<file path="src/verilog/bmw_defines.svh">
`ifndef BMW_DEFINES_SVH
`define BMW_DEFINES_SVH

// register byte offsets
`define BMW_OFS_MEM_WIN      12'h020
`define BMW_OFS_PREF_WIN_LO  12'h024
`define BMW_OFS_PREF_BASE_HI 12'h028
`define BMW_OFS_PREF_LIM_HI  12'h02C

// field positions inside the 32-bit words
`define BMW_BASE_LSB   4
`define BMW_BASE_MSB   15
`define BMW_LIMIT_LSB  20
`define BMW_LIMIT_MSB  31

// read-only values and reset values
`define BMW_PREF_64BIT_IND 4'h1
`define BMW_FIELD_RESET    12'h000
`define BMW_UPPER_RESET    32'h0000_0000

// assumed low bits of window bounds
`define BMW_LOW_ZERO 20'h0_0000
`define BMW_LOW_ONES 20'hF_FFFF

`endif

</file>
<file path="src/verilog/bmw_pkg.sv">
package bmw_pkg;
  typedef logic [11:0] bmw_field_t;
  typedef logic [63:0] bmw_addr_t;
  typedef enum logic [1:0] {
    BMW_HIT_NONE,
    BMW_HIT_MEM,
    BMW_HIT_PREF
  } bmw_hit_t;
endpackage : bmw_pkg

</file>
<file path="src/verilog/bmw_window_cmp.sv">
`timescale 1ns/1ps
`include "bmw_defines.svh"

module bmw_window_cmp (
  // window bounds
  input  wire bmw_pkg::bmw_addr_t winBase,
  input  wire bmw_pkg::bmw_addr_t winLimit,
  // address under test
  input  wire bmw_pkg::bmw_addr_t reqAddr,
  // result
  output wire logic               inWindow
);
  import bmw_pkg::*;

  // inclusive at both ends; base above limit gives an empty window
  assign inWindow = (reqAddr >= winBase) && (reqAddr <= winLimit);
endmodule : bmw_window_cmp

</file>
<file path="src/verilog/bmw_regs.sv">
`timescale 1ns/1ps
`include "bmw_defines.svh"

module bmw_regs (
  // clock and reset
  input  wire logic               core_clk,
  input  wire logic               rstn,
  input  wire logic               clkEn,
  // apb slave
  input  wire logic               psel,
  input  wire logic               penable,
  input  wire logic               pwrite,
  input  wire logic [11:0]        paddr,
  input  wire logic [31:0]        pwdata,
  input  wire logic [3:0]         pstrb,
  output logic      [31:0]        prdata,
  output logic                    pready,
  output logic                    pslverr,
  // forwarding decision
  input  wire logic               reqValid,
  input  wire bmw_pkg::bmw_addr_t reqAddr,
  input  wire logic               reqPref,
  output logic                    fwdValid,
  output logic                    fwdHit,
  output bmw_pkg::bmw_hit_t       fwdWindow
);
  import bmw_pkg::*;

  bmw_field_t memBase_q;
  bmw_field_t memLimit_q;
  bmw_field_t prefBase_q;
  bmw_field_t prefLimit_q;
  logic [31:0] prefBaseHi_q;
  logic [31:0] prefLimitHi_q;

  // apb decode; one wait-free access phase
  wire        setupPh   = psel && !penable;
  wire        accessPh  = psel && penable;
  wire        selMem    = (paddr == `BMW_OFS_MEM_WIN);
  wire        selPrefLo = (paddr == `BMW_OFS_PREF_WIN_LO);
  wire        selBaseHi = (paddr == `BMW_OFS_PREF_BASE_HI);
  wire        selLimHi  = (paddr == `BMW_OFS_PREF_LIM_HI);
  wire        mapped    = selMem || selPrefLo || selBaseHi || selLimHi;
  wire        wrStb     = accessPh && pready && pwrite && mapped;

  // merge write data with byte strobes against current word
  wire [31:0] strbMask = {{8{pstrb[3]}}, {8{pstrb[2]}}, {8{pstrb[1]}}, {8{pstrb[0]}}};
  wire [31:0] memWord;
  wire [31:0] prefWord;
  wire [31:0] curWord;
  wire [31:0] newWord;

  assign memWord  = {memLimit_q, 4'h0, memBase_q, 4'h0};
  assign prefWord = {prefLimit_q, `BMW_PREF_64BIT_IND,
                     prefBase_q, `BMW_PREF_64BIT_IND};
  assign curWord  = selMem    ? memWord :
                    selPrefLo ? prefWord :
                    selBaseHi ? prefBaseHi_q :
                    selLimHi  ? prefLimitHi_q : 32'h0000_0000;
  assign newWord  = (pwdata & strbMask) | (curWord & ~strbMask);

  // writable fields only; nibbles at 3:0 and 19:16 of the memory and prefetchable window words are never stored
  always_ff @(posedge core_clk or negedge rstn) begin
    if (!rstn) begin
      memBase_q     <= `BMW_FIELD_RESET;
      memLimit_q    <= `BMW_FIELD_RESET;
      prefBase_q    <= `BMW_FIELD_RESET;
      prefLimit_q   <= `BMW_FIELD_RESET;
      prefBaseHi_q  <= `BMW_UPPER_RESET;
      prefLimitHi_q <= `BMW_UPPER_RESET;
    end else if (clkEn && wrStb) begin
      if (selMem) begin
        memBase_q  <= newWord[`BMW_BASE_MSB:`BMW_BASE_LSB];
        memLimit_q <= newWord[`BMW_LIMIT_MSB:`BMW_LIMIT_LSB];
      end
      if (selPrefLo) begin
        prefBase_q  <= newWord[`BMW_BASE_MSB:`BMW_BASE_LSB];
        prefLimit_q <= newWord[`BMW_LIMIT_MSB:`BMW_LIMIT_LSB];
      end
      if (selBaseHi) begin
        prefBaseHi_q <= newWord;
      end
      if (selLimHi) begin
        prefLimitHi_q <= newWord;
      end
    end
  end

  // pready rises in the access phase that follows one setup cycle
  always_ff @(posedge core_clk or negedge rstn) begin
    if (!rstn) begin
      pready  <= 1'b0;
      pslverr <= 1'b0;
      prdata  <= 32'h0000_0000;
    end else if (clkEn) begin
      pready  <= setupPh;
      pslverr <= setupPh && !mapped;
      // unmapped reads return zero along with the error
      prdata  <= (setupPh && !pwrite) ? curWord : 32'h0000_0000;
    end
  end

  // window bounds
  wire bmw_addr_t memLo   = {32'h0000_0000, memBase_q, `BMW_LOW_ZERO};
  wire bmw_addr_t memHi   = {32'h0000_0000, memLimit_q, `BMW_LOW_ONES};
  wire bmw_addr_t prefLo  = {prefBaseHi_q, prefBase_q, `BMW_LOW_ZERO};
  wire bmw_addr_t prefHi  = {prefLimitHi_q, prefLimit_q, `BMW_LOW_ONES};
  wire            memIn;
  wire            prefIn;

  bmw_window_cmp u_memCmp (
    .winBase  (memLo),
    .winLimit (memHi),
    .reqAddr  (reqAddr),
    .inWindow (memIn)
  );

  bmw_window_cmp u_prefCmp (
    .winBase  (prefLo),
    .winLimit (prefHi),
    .reqAddr  (reqAddr),
    .inWindow (prefIn)
  );

  // prefetchable requests try their own window first, then the plain one
  wire bmw_hit_t hitSel = (reqPref && prefIn) ? BMW_HIT_PREF :
                          memIn               ? BMW_HIT_MEM  :
                          (prefIn ? BMW_HIT_PREF : BMW_HIT_NONE);

  // registered decision; one cycle after the request
  always_ff @(posedge core_clk or negedge rstn) begin
    if (!rstn) begin
      fwdValid  <= 1'b0;
      fwdHit    <= 1'b0;
      fwdWindow <= BMW_HIT_NONE;
    end else if (clkEn) begin
      fwdValid  <= reqValid;
      fwdHit    <= reqValid && (hitSel != BMW_HIT_NONE);
      fwdWindow <= reqValid ? hitSel : BMW_HIT_NONE;
    end
  end

  // checks
  low_nibble_a: assert property (@(posedge core_clk) disable iff (!rstn)
    pready && selPrefLo && !pwrite && !pslverr |->
      prdata[3:0] == `BMW_PREF_64BIT_IND && prdata[19:16] == `BMW_PREF_64BIT_IND)
    else $error("prefetchable indicator nibble wrong");

  mem_rsvd_a: assert property (@(posedge core_clk) disable iff (!rstn)
    pready && selMem && !pwrite |-> prdata[3:0] == 4'h0 && prdata[19:16] == 4'h0)
    else $error("memory reserved nibble not zero");

  apb_ready_a: assert property (@(posedge core_clk) disable iff (!rstn)
    clkEn && setupPh |=> pready)
    else $error("no ready after setup");

  base_write_a: assert property (@(posedge core_clk) disable iff (!rstn)
    clkEn && wrStb && selMem && (&pstrb) |=> memBase_q == $past(pwdata[15:4]))
    else $error("memory base write lost");

  limit_write_a: assert property (@(posedge core_clk) disable iff (!rstn)
    clkEn && wrStb && selPrefLo && (&pstrb) |=> prefLimit_q == $past(pwdata[31:20]))
    else $error("prefetchable limit write lost");

  upper_base_a: assert property (@(posedge core_clk) disable iff (!rstn)
    prefLo[63:32] == prefBaseHi_q && prefLo[19:0] == `BMW_LOW_ZERO)
    else $error("prefetchable bottom formed wrongly");

  mem_top_a: assert property (@(posedge core_clk) disable iff (!rstn)
    memHi[19:0] == `BMW_LOW_ONES && memLo[19:0] == `BMW_LOW_ZERO)
    else $error("memory bounds formed wrongly");

  fwd_hit_a: assert property (@(posedge core_clk) disable iff (!rstn)
    clkEn && reqValid && reqAddr >= memLo && reqAddr <= memHi |=> fwdHit && fwdValid)
    else $error("address inside memory window not forwarded");

  pref_hit_a: assert property (@(posedge core_clk) disable iff (!rstn)
    clkEn && reqValid && reqPref && reqAddr >= prefLo && reqAddr <= prefHi
      |=> fwdWindow == BMW_HIT_PREF)
    else $error("prefetchable hit missed");

  miss_a: assert property (@(posedge core_clk) disable iff (!rstn)
    clkEn && reqValid && !(reqAddr >= memLo && reqAddr <= memHi)
      && !(reqAddr >= prefLo && reqAddr <= prefHi) |=> !fwdHit)
    else $error("address outside windows forwarded");

  // a frozen clock enable must hold every flop, bus answer included
  freeze_hold_a: assert property (@(posedge core_clk) disable iff (!rstn)
    !clkEn |=> $stable(pready) && $stable(fwdValid) && $stable(memBase_q))
    else $error("state moved with clock enable low");

  unmapped_err_a: assert property (@(posedge core_clk) disable iff (!rstn)
    clkEn && setupPh && !mapped |=> pslverr && pready && prdata == 32'h0000_0000)
    else $error("unmapped access not flagged");

  upper_limit_a: assert property (@(posedge core_clk) disable iff (!rstn)
    clkEn && wrStb && selLimHi && (&pstrb) |=> prefLimitHi_q == $past(pwdata))
    else $error("upper limit write lost");

  fwd_valid_a: assert property (@(posedge core_clk) disable iff (!rstn)
    clkEn |=> fwdValid == $past(reqValid))
    else $error("decision strobe not one cycle after request");
endmodule : bmw_regs

</file>
<file path="config.mk">
export PLATFORM = sky130hd
export DESIGN_NAME = bmw_regs
export DESIGN_NICKNAME = d
export VERILOG_FILES = /design/src/verilog/bmw_pkg.sv /design/src/verilog/bmw_window_cmp.sv /design/src/verilog/bmw_regs.sv
export VERILOG_INCLUDE_DIRS = /design/src /design/src/verilog
export SDC_FILE = /design/constraint.sdc
export NUM_CORES = 1
export LEC_CHECK = 0
export BUFFER_PORTS_ARGS = -buffer_cell sky130_fd_sc_hd__buf_2
export CORE_MARGIN = 8
export CORE_UTILIZATION = 55
export CTS_BUF_LIST = sky130_fd_sc_hd__clkbuf_8 sky130_fd_sc_hd__clkbuf_16
export CTS_CLUSTER_SIZE = 40
export DETAILED_ROUTE_END_ITERATION = 16
export PLACE_DENSITY = 0.78
export SYNTH_ARGS = -nofsm -noshare
export SYNTH_HDL_FRONTEND = slang
export SYNTH_SLANG_ARGS = --single-unit
export TNS_END_PERCENT = 30
</file>
<file path="constraint.sdc">
create_clock -name core_clk -period 2.9 [get_ports core_clk]
set_input_delay 0.29 -clock core_clk [delete_from_list [all_inputs] [get_ports core_clk]]
set_output_delay 0.29 -clock core_clk [all_outputs]
set_load 0.01 [all_outputs]
</file>
==> impl_metrics.json, run 1 <==
{
  "drt_iter0_drc": 695,
  "yosysUniqueCellTypes": 44,
  "hold_end": "pready",
  "drive_gt1_share_pct": 19.95,
  "fin_crit_sh_pct": 88.42,
  "place_hpwl_microns": 21200,
  "post-cts-setup-buffers": 0,
  "grt_overflow": 0,
  "fmax_mhz": 390.0,
  "p_per_area_mw_per_mm2": 442.0,
  "path_clk_slew_ns": 0.06,
  "fin_crit_ns": 2.564,
  "yosysWarnings": 0,
  "wl_per_cell_microns": 20.48,
  "crit_buf_inv": 1,
  "drt_first_pass_iters": 5,
  "ctsHtreeMaxLevel": 4,
  "dpl_cell_area_sq_mm": 0.01040,
  "met3_length_microns": 2941,
  "syn_to_final_growth_pct": 17.02,
  "wl_microns": 28320,
  "antennaDiodeCount": 0,
  "tightest_slew_ns": 0.7595,
  "cts_buffers": 17,
  "m1WireLength_microns": 11850,
  "grt_pass1_wl_microns": 44950,
  "whs_path_depth": 2,
  "drtAntennaViolNets": 0,
  "layout_commonest_cell": "a21oi_1",
  "seq_area_sq_mm": 0.003754,
  "drc": 0,
  "clock_skew_ns": 0.009829,
  "crit_family": "compound AO/OA/AOI/OAI gates",
  "start_util_pct": 56.46,
  "ir_drop_v": 0.0004024,
  "p_leak_nw": 5.022,
  "grt_pass1_vias": 8658,
  "ys_async_sr_fraction_pct": 100.0,
  "route.met2.wl_microns": 12360,
  "r2r-start": "prefBaseHi_q[19]",
  "hp-class": "in -> reg",
  "multi_input_area_sq_mm": 0.004996,
  "clock_tree.root_cell": "clkbuf_16",
  "gp_congestion": 0.9301,
  "critPathSlowestCell": "a2111oi_1",
  "clockBufferDepth": 2,
  "row_count": 47,
  "r2r_slack_ns": 0.34,
  "cts_tree": "built",
  "pin_count": 158,
  "slew_violations": 0,
  "synth_edf_count": 0,
  "status": "finished, final reports clean",
  "ys_ff_latch": 150,
  "dominantRegCellSynth": "dfrtp_1",
  "crit_type": "reg -> reg",
  "final_cell_mix": "189 x a21oi_1, 156 x buf_2, 150 x dfrtp_1",
  "max_cap_viol_count": 0,
  "clock-sinks": 150,
  "die_area_sq_mm": 0.02152,
  "antenna_found_initial": 4,
  "rr_worst_depth": 9,
  "final_nets": 1385,
  "setup_violations": 0,
  "hold_viol": 0,
  "crit_fanout": 3,
  "critical_path.max_stage_delay_ns": 0.49,
  "synth_fp_nets": 1239,
  "yosysSeqAreaShare_pct": 39.95,
  "grt_use_total_pct": 26.51,
  "min_from": "clkEn",
  "cp-start-kind": "flop",
  "syn_area_per_cell_sq_um": 9.331,
  "core_region_area_sq_mm": 0.01664,
  "die_h_microns": 146.7,
  "rsz0062_at_grt": "no",
  "grt_max_degree": 81,
  "avgViaCountPerCell": 6.125,
  "cp-end-kind": "flop",
  "clkLatencyLatePin_ns": 0.43,
  "top_layer": "met5",
  "netlist_area_sq_mm": 0.009397,
  "crit_chain": "inv_1, ha_1, a21oi_1, o21ai_0, a221o_1, a2111oi_1, o211ai_1, o21a_1, a32o_1",
  "timing.rr.end": "fwdWindow[1]",
  "tns_ns": 0,
  "nFillCells": 1300,
  "die_w_microns": 146.7,
  "placement.io_buffers": 157,
  "max_slew_margin_pct": 49.36,
  "final_area_sq_mm": 0.01100,
  "crit_required_ns": 3.23,
  "netlist_instances": 1007,
  "arrival_ns": 2.89,
  "vias": 8471
}
per-layer routing:
layer  up-vias  global-route usage, %
met4         6                  12.67
met5         -                      0
li1       3898                      -
met3        85                  8.814
met1      4034                  33.68
met2       448                  40.09
registers in the layout (all words and copies together), names as in the netlist:
register	flops
prefBaseHi_q	32
pslverr	1
prefBase_q	12
fwdValid	1
prefLimit_q	12
prdata	32
prefLimitHi_q	32
pready	1
fwdWindow	2
fwdHit	1
memLimit_q	12
memBase_q	12
stage by stage:
step           worst slack [ns]  power, W  hold slack (ns)  cells  utilization, %
3_3_place_gp             0.3852  0.002626           0.3883   1353           62.48
4_1_cts                  0.3454  0.004861          0.09001   1383           66.06
5_1_grt                 0.08066  0.005007           0.1147   1383           66.07
3_5_place_dp             0.3101  0.002639           0.3907   1353           62.48
2_1_floorplan            0.6818  0.002389        -0.005591   1007               -
6_report                 0.3359  0.004860          0.09428   1383           66.07
synthesized netlist by cell type (2+ instances only):
cell	n	area [sq um]
inv_1	118	442.9
mux4_2	24	540.5
a221o_1	3	30.03
and2_1	2	12.51
o21ai_0	19	95.09
a21oi_1	189	945.9
nor3_1	14	70.07
mux2i_1	6	60.06
o2111ai_1	2	17.52
dfrtp_1	150	3754
nor2b_1	4	25.02
a211oi_1	3	22.52
nor3b_1	25	187.7
o21a_1	2	15.01
buf_2	30	150.1
o211ai_1	5	37.54
nor2_1	123	461.7
nand2_1	28	105.1
o2bb2ai_1	9	78.83
a21o_1	13	97.59
a221oi_1	2	17.52
a22o_1	24	210.2
clkbuf_1	17	63.81
nand4_1	30	187.7
a32o_1	2	20.02
ha_1	112	1401
nor4_1	19	118.9
nand3_1	16	80.08
timing repair:
action / 4_1_cts / 5_1_grt
gates resized for setup: 0 / 1
setup endpoints to repair: 0 / 2
hold buffers: 1 / 0
endpoints found under the hold margin: 78 / 0
cell type report:
class | count | area share (%)
Clock buffer | 19 | 4.119
Clock inverter | 10 | 1.206
Inverter | 118 | 4.028
Multi-Input combinational cell | 691 | 45.44
Sequential cell | 150 | 34.14
Tap cell | 220 | 2.503
Timing Repair Buffer | 175 | 8.569
where the power goes:
| part | internal, W | total, W | leakage (nW) | switching (W) |
|---|---|---|---|---|
| clock network | 0.00138 | 0.00225 | 0.288 | 0.000874 |
| registers | 0.00210 | 0.00210 | 2.09 | 0.00000420 |
| logic | 0.000200 | 0.000506 | 2.64 | 0.000307 |
how the worst max path moves through the flow:
stage,startpoint,endpoint,slack (ns),cells past startpoint
after global routing,prefBaseHi_q[19],fwdWindow[1],0.08,9
final,prefBaseHi_q[19],fwdWindow[1],0.34,9
after detailed placement,reqAddr[51],fwdHit,0.31,9
after CTS,prefBaseHi_q[19],fwdWindow[1],0.35,9
after global placement,reqAddr[51],fwdWindow[1],0.39,9
after floorplan,prefBaseHi_q[19],fwdWindow[1],0.68,9
cell families after synthesis:
kind of cell	Yosys count	share of synthesized area, %
fa+ha+maj	112	14.91
simple gates	269	14.09
compound gates	279	17.47
mux	31	6.511
buf+inv	166	7.070
flops	150	39.95
Power figures use the tool's default switching activity.
==> run 2, diff against run 1 <==
--- a/config.mk
+++ b/config.mk
@@ -7,7 +7,7 @@
 export NUM_CORES = 1
 export LEC_CHECK = 0
 export BUFFER_PORTS_ARGS = -buffer_cell sky130_fd_sc_hd__buf_2
-export CORE_MARGIN = 8
+export CORE_MARGIN = 2
 export CORE_UTILIZATION = 55
 export CTS_BUF_LIST = sky130_fd_sc_hd__clkbuf_8 sky130_fd_sc_hd__clkbuf_16
 export CTS_CLUSTER_SIZE = 40
@@ -16,4 +16,3 @@
 export SYNTH_ARGS = -nofsm -noshare
 export SYNTH_HDL_FRONTEND = slang
 export SYNTH_SLANG_ARGS = --single-unit
-export TNS_END_PERCENT = 30
==> constraint.sdc (replaced) <==
create_clock -name core_clk -period 2.9 [get_ports core_clk]
set_input_delay 0.58 -clock core_clk [delete_from_list [all_inputs] [get_ports core_clk]]
set_output_delay 0.58 -clock core_clk [all_outputs]
set_load 0.01 [all_outputs]
==> run 2 against run 1 <==
Sequential power about the same. First-iteration DRC count increased by 1.2%. Die area decreased by 16%. Setup slack improved by 0.028 ns. Via count decreased by 2.2%. Power increased by 0.25%. Combinational power decreased by 0.8%. Register-to-register slack improved by 0.03 ns. Non-clock buffer count increased by 1. Sequential share of layout area decreased by 0.25 points. Global-route usage increased by 4.3 points.
==> impl_metrics.json, run 2 (synthesis gave the netlist of run 1 again) <==
{
  "arrival_ns": 2.85,
  "syn_to_final_growth_pct": 17.87,
  "placement.io_buffers": 157,
  "final_nets": 1386,
  "reg_top3": "prdata x32, prefBaseHi_q x32, prefLimitHi_q x32",
  "p_per_area_mw_per_mm2": 439.9,
  "crit_family": "compound AO/OA/AOI/OAI gates",
  "clockBufferDepth": 2,
  "row_count": 47,
  "core_region_area_sq_mm": 0.01664,
  "die_h_microns": 134.7,
  "drt_first_pass_iters": 5,
  "switching_share_pct": 24.72,
  "post-cts-setup-buffers": 0,
  "grt_pass1_vias": 8095,
  "max_slew_margin_pct": 54.09,
  "rsz0062_at_grt": "no",
  "fin_crit_ns": 2.536,
  "hold_buffers": 0,
  "layout_commonest_cell": "a21oi_1",
  "cp-start-kind": "flop",
  "finalNonFillerCells": 1387,
  "grt_overflow": 0,
  "grt_pass1_wl_microns": 42570,
  "cp-end-kind": "flop",
  "final_cell_mix": "189 x a21oi_1, 156 x buf_2, 150 x dfrtp_1",
  "wl_microns": 26580,
  "path_clk_slew_ns": 0.06,
  "tns_ns": 0,
  "setup_violations": 0,
  "ir_drop_v": 0.0004891,
  "cts_resized": 0,
  "crit_chain": "inv_1, ha_1, a21oi_1, o21ai_0, a221o_1, a2111oi_0, o211ai_1, o21a_1, o31a_1",
  "max_cap_viol_count": 0,
  "tightest_slew_ns": 0.6886,
  "fin_crit_sh_pct": 87.46,
  "die_area_sq_mm": 0.01815,
  "clock-sinks": 150,
  "intPower_w": 0.003667,
  "hold_ws_ns": 0.1436,
  "grt_use_total_pct": 30.77,
  "power_switching_w": 0.001204,
  "cts_buffers": 17,
  "slew_violations": 0,
  "dpl_cell_area_sq_mm": 0.01048,
  "hp-class": "in -> async",
  "gp_congestion": 0.9051,
  "drt_iter0_drc": 703,
  "grt_max_degree": 65,
  "cts_tree": "built",
  "drive_gt1_share_pct": 20.22,
  "start_util_pct": 56.46,
  "p_leak_nw": 5.059,
  "crit_required_ns": 3.22,
  "place_hpwl_microns": 20160,
  "crit_fanout": 3,
  "pin_count": 158,
  "clkPwrFrac_pct": 46.5,
  "clock_tree.root_cell": "clkbuf_16",
  "antennaDiodeCount": 0,
  "crit_type": "reg -> reg",
  "status": "finished, final reports clean",
  "pwr-share-comb_pct": 10.3,
  "ctsHtreeMaxLevel": 4,
  "fmax_mhz": 394.3,
  "avgViaCountPerCell": 5.975,
  "p_seq_share_pct": 43.2,
  "die_w_microns": 134.7,
  "wl_per_cell_microns": 19.16,
  "critPathSlowestCell": "a2111oi_0",
  "clock_skew_ns": 0.006489,
  "nFillCells": 1329,
  "critical_path.max_stage_delay_ns": 0.49,
  "clkLatencyLatePin_ns": 0.43,
  "antenna_found_initial": 0,
  "drtAntennaViolNets": 0,
  "drc": 0,
  "placed_cells": 1355,
  "vias": 8287,
  "crit_buf_inv": 1,
  "final_area_sq_mm": 0.01108,
  "r2r_slack_ns": 0.36,
  "hold_viol": 0
}
-- run 2: changes by cell type in the layout (fill, tap and decap cells not counted), sizes merged --
cell	change
buf	+2
clkbuf	-1
clkinv	+3
clkinvlp	-1
dlygate4sd3	-1
inv	+2
-- run 2: through the flow --
step / setup slack [ns] / total power, W / util (%)
finish: 0.3636 / 0.004872 / 66.55
CTS: 0.3855 / 0.004877 / 66.55
detailed placement: 0.09126 / 0.002640 / 62.95
floorplan: 0.4684 / 0.002389 / -
global route: 0.1739 / 0.005048 / 66.55
global placement: 0.09919 / 0.002630 / 62.95
-- run 2: cell type report --
class / instances / area [sq um] / share of cell area (%)
clock buffers: 18 / 439.2 / 3.965
clock inverters: 14 / 160.2 / 1.446
inverters: 118 / 442.9 / 3.999
multi-input cells: 691 / 4995 / 45.10
flip-flops and latches: 150 / 3754 / 33.89
well taps: 220 / 275.3 / 2.485
repair buffers: 176 / 1010 / 9.117
-- run 2: final timing paths --
| path | to | cells after the start | startpoint |
|---|---|---|---|
| min in group core_clk | pready | 2 | clkEn |
| setup / recovery | fwdHit | 9 | prefBaseHi_q[19] |
| setup reg to reg | fwdHit | 9 | prefBaseHi_q[19] |
| hold / removal | prdata[17] | 1 | rstn |
| hold reg to reg | prdata[19] | 1 | prdata[19] |
| max in group asynchronous | prefBaseHi_q[5] | 2 | rstn |
-- run 2: worst reg2reg max path: stages (launching register included) --
cell       delay (ns)
dfrtp_1          0.37
inv_1            0.05
ha_1             0.30
a21oi_1          0.14
o21ai_0          0.12
a221o_1          0.36
a2111oi_0        0.49
o211ai_1         0.21
o21a_1           0.16
o31a_1           0.23
-- run 2: layer usage --
layer | global-route usage (%) | share of wire [%] | vias up
li1 | - | - | 3923
met1 | 43.43 | 43 | 3931
met2 | 45.97 | 45 | 387
met3 | 8.258 | 9.4 | 46
met4 | 11.05 | 2.6 | 0
met5 | 0 | 0 | -
-- run 2: power groups by stage --
stage                     clock network [W]  registers, W  logic [W]
after floorplan                           0       0.00214   0.000245
after global placement                    0       0.00214   0.000488
after detailed placement                  0       0.00214   0.000499
after CTS                           0.00227       0.00210   0.000502
after global routing                0.00238       0.00210   0.000567
final                               0.00227       0.00210   0.000502
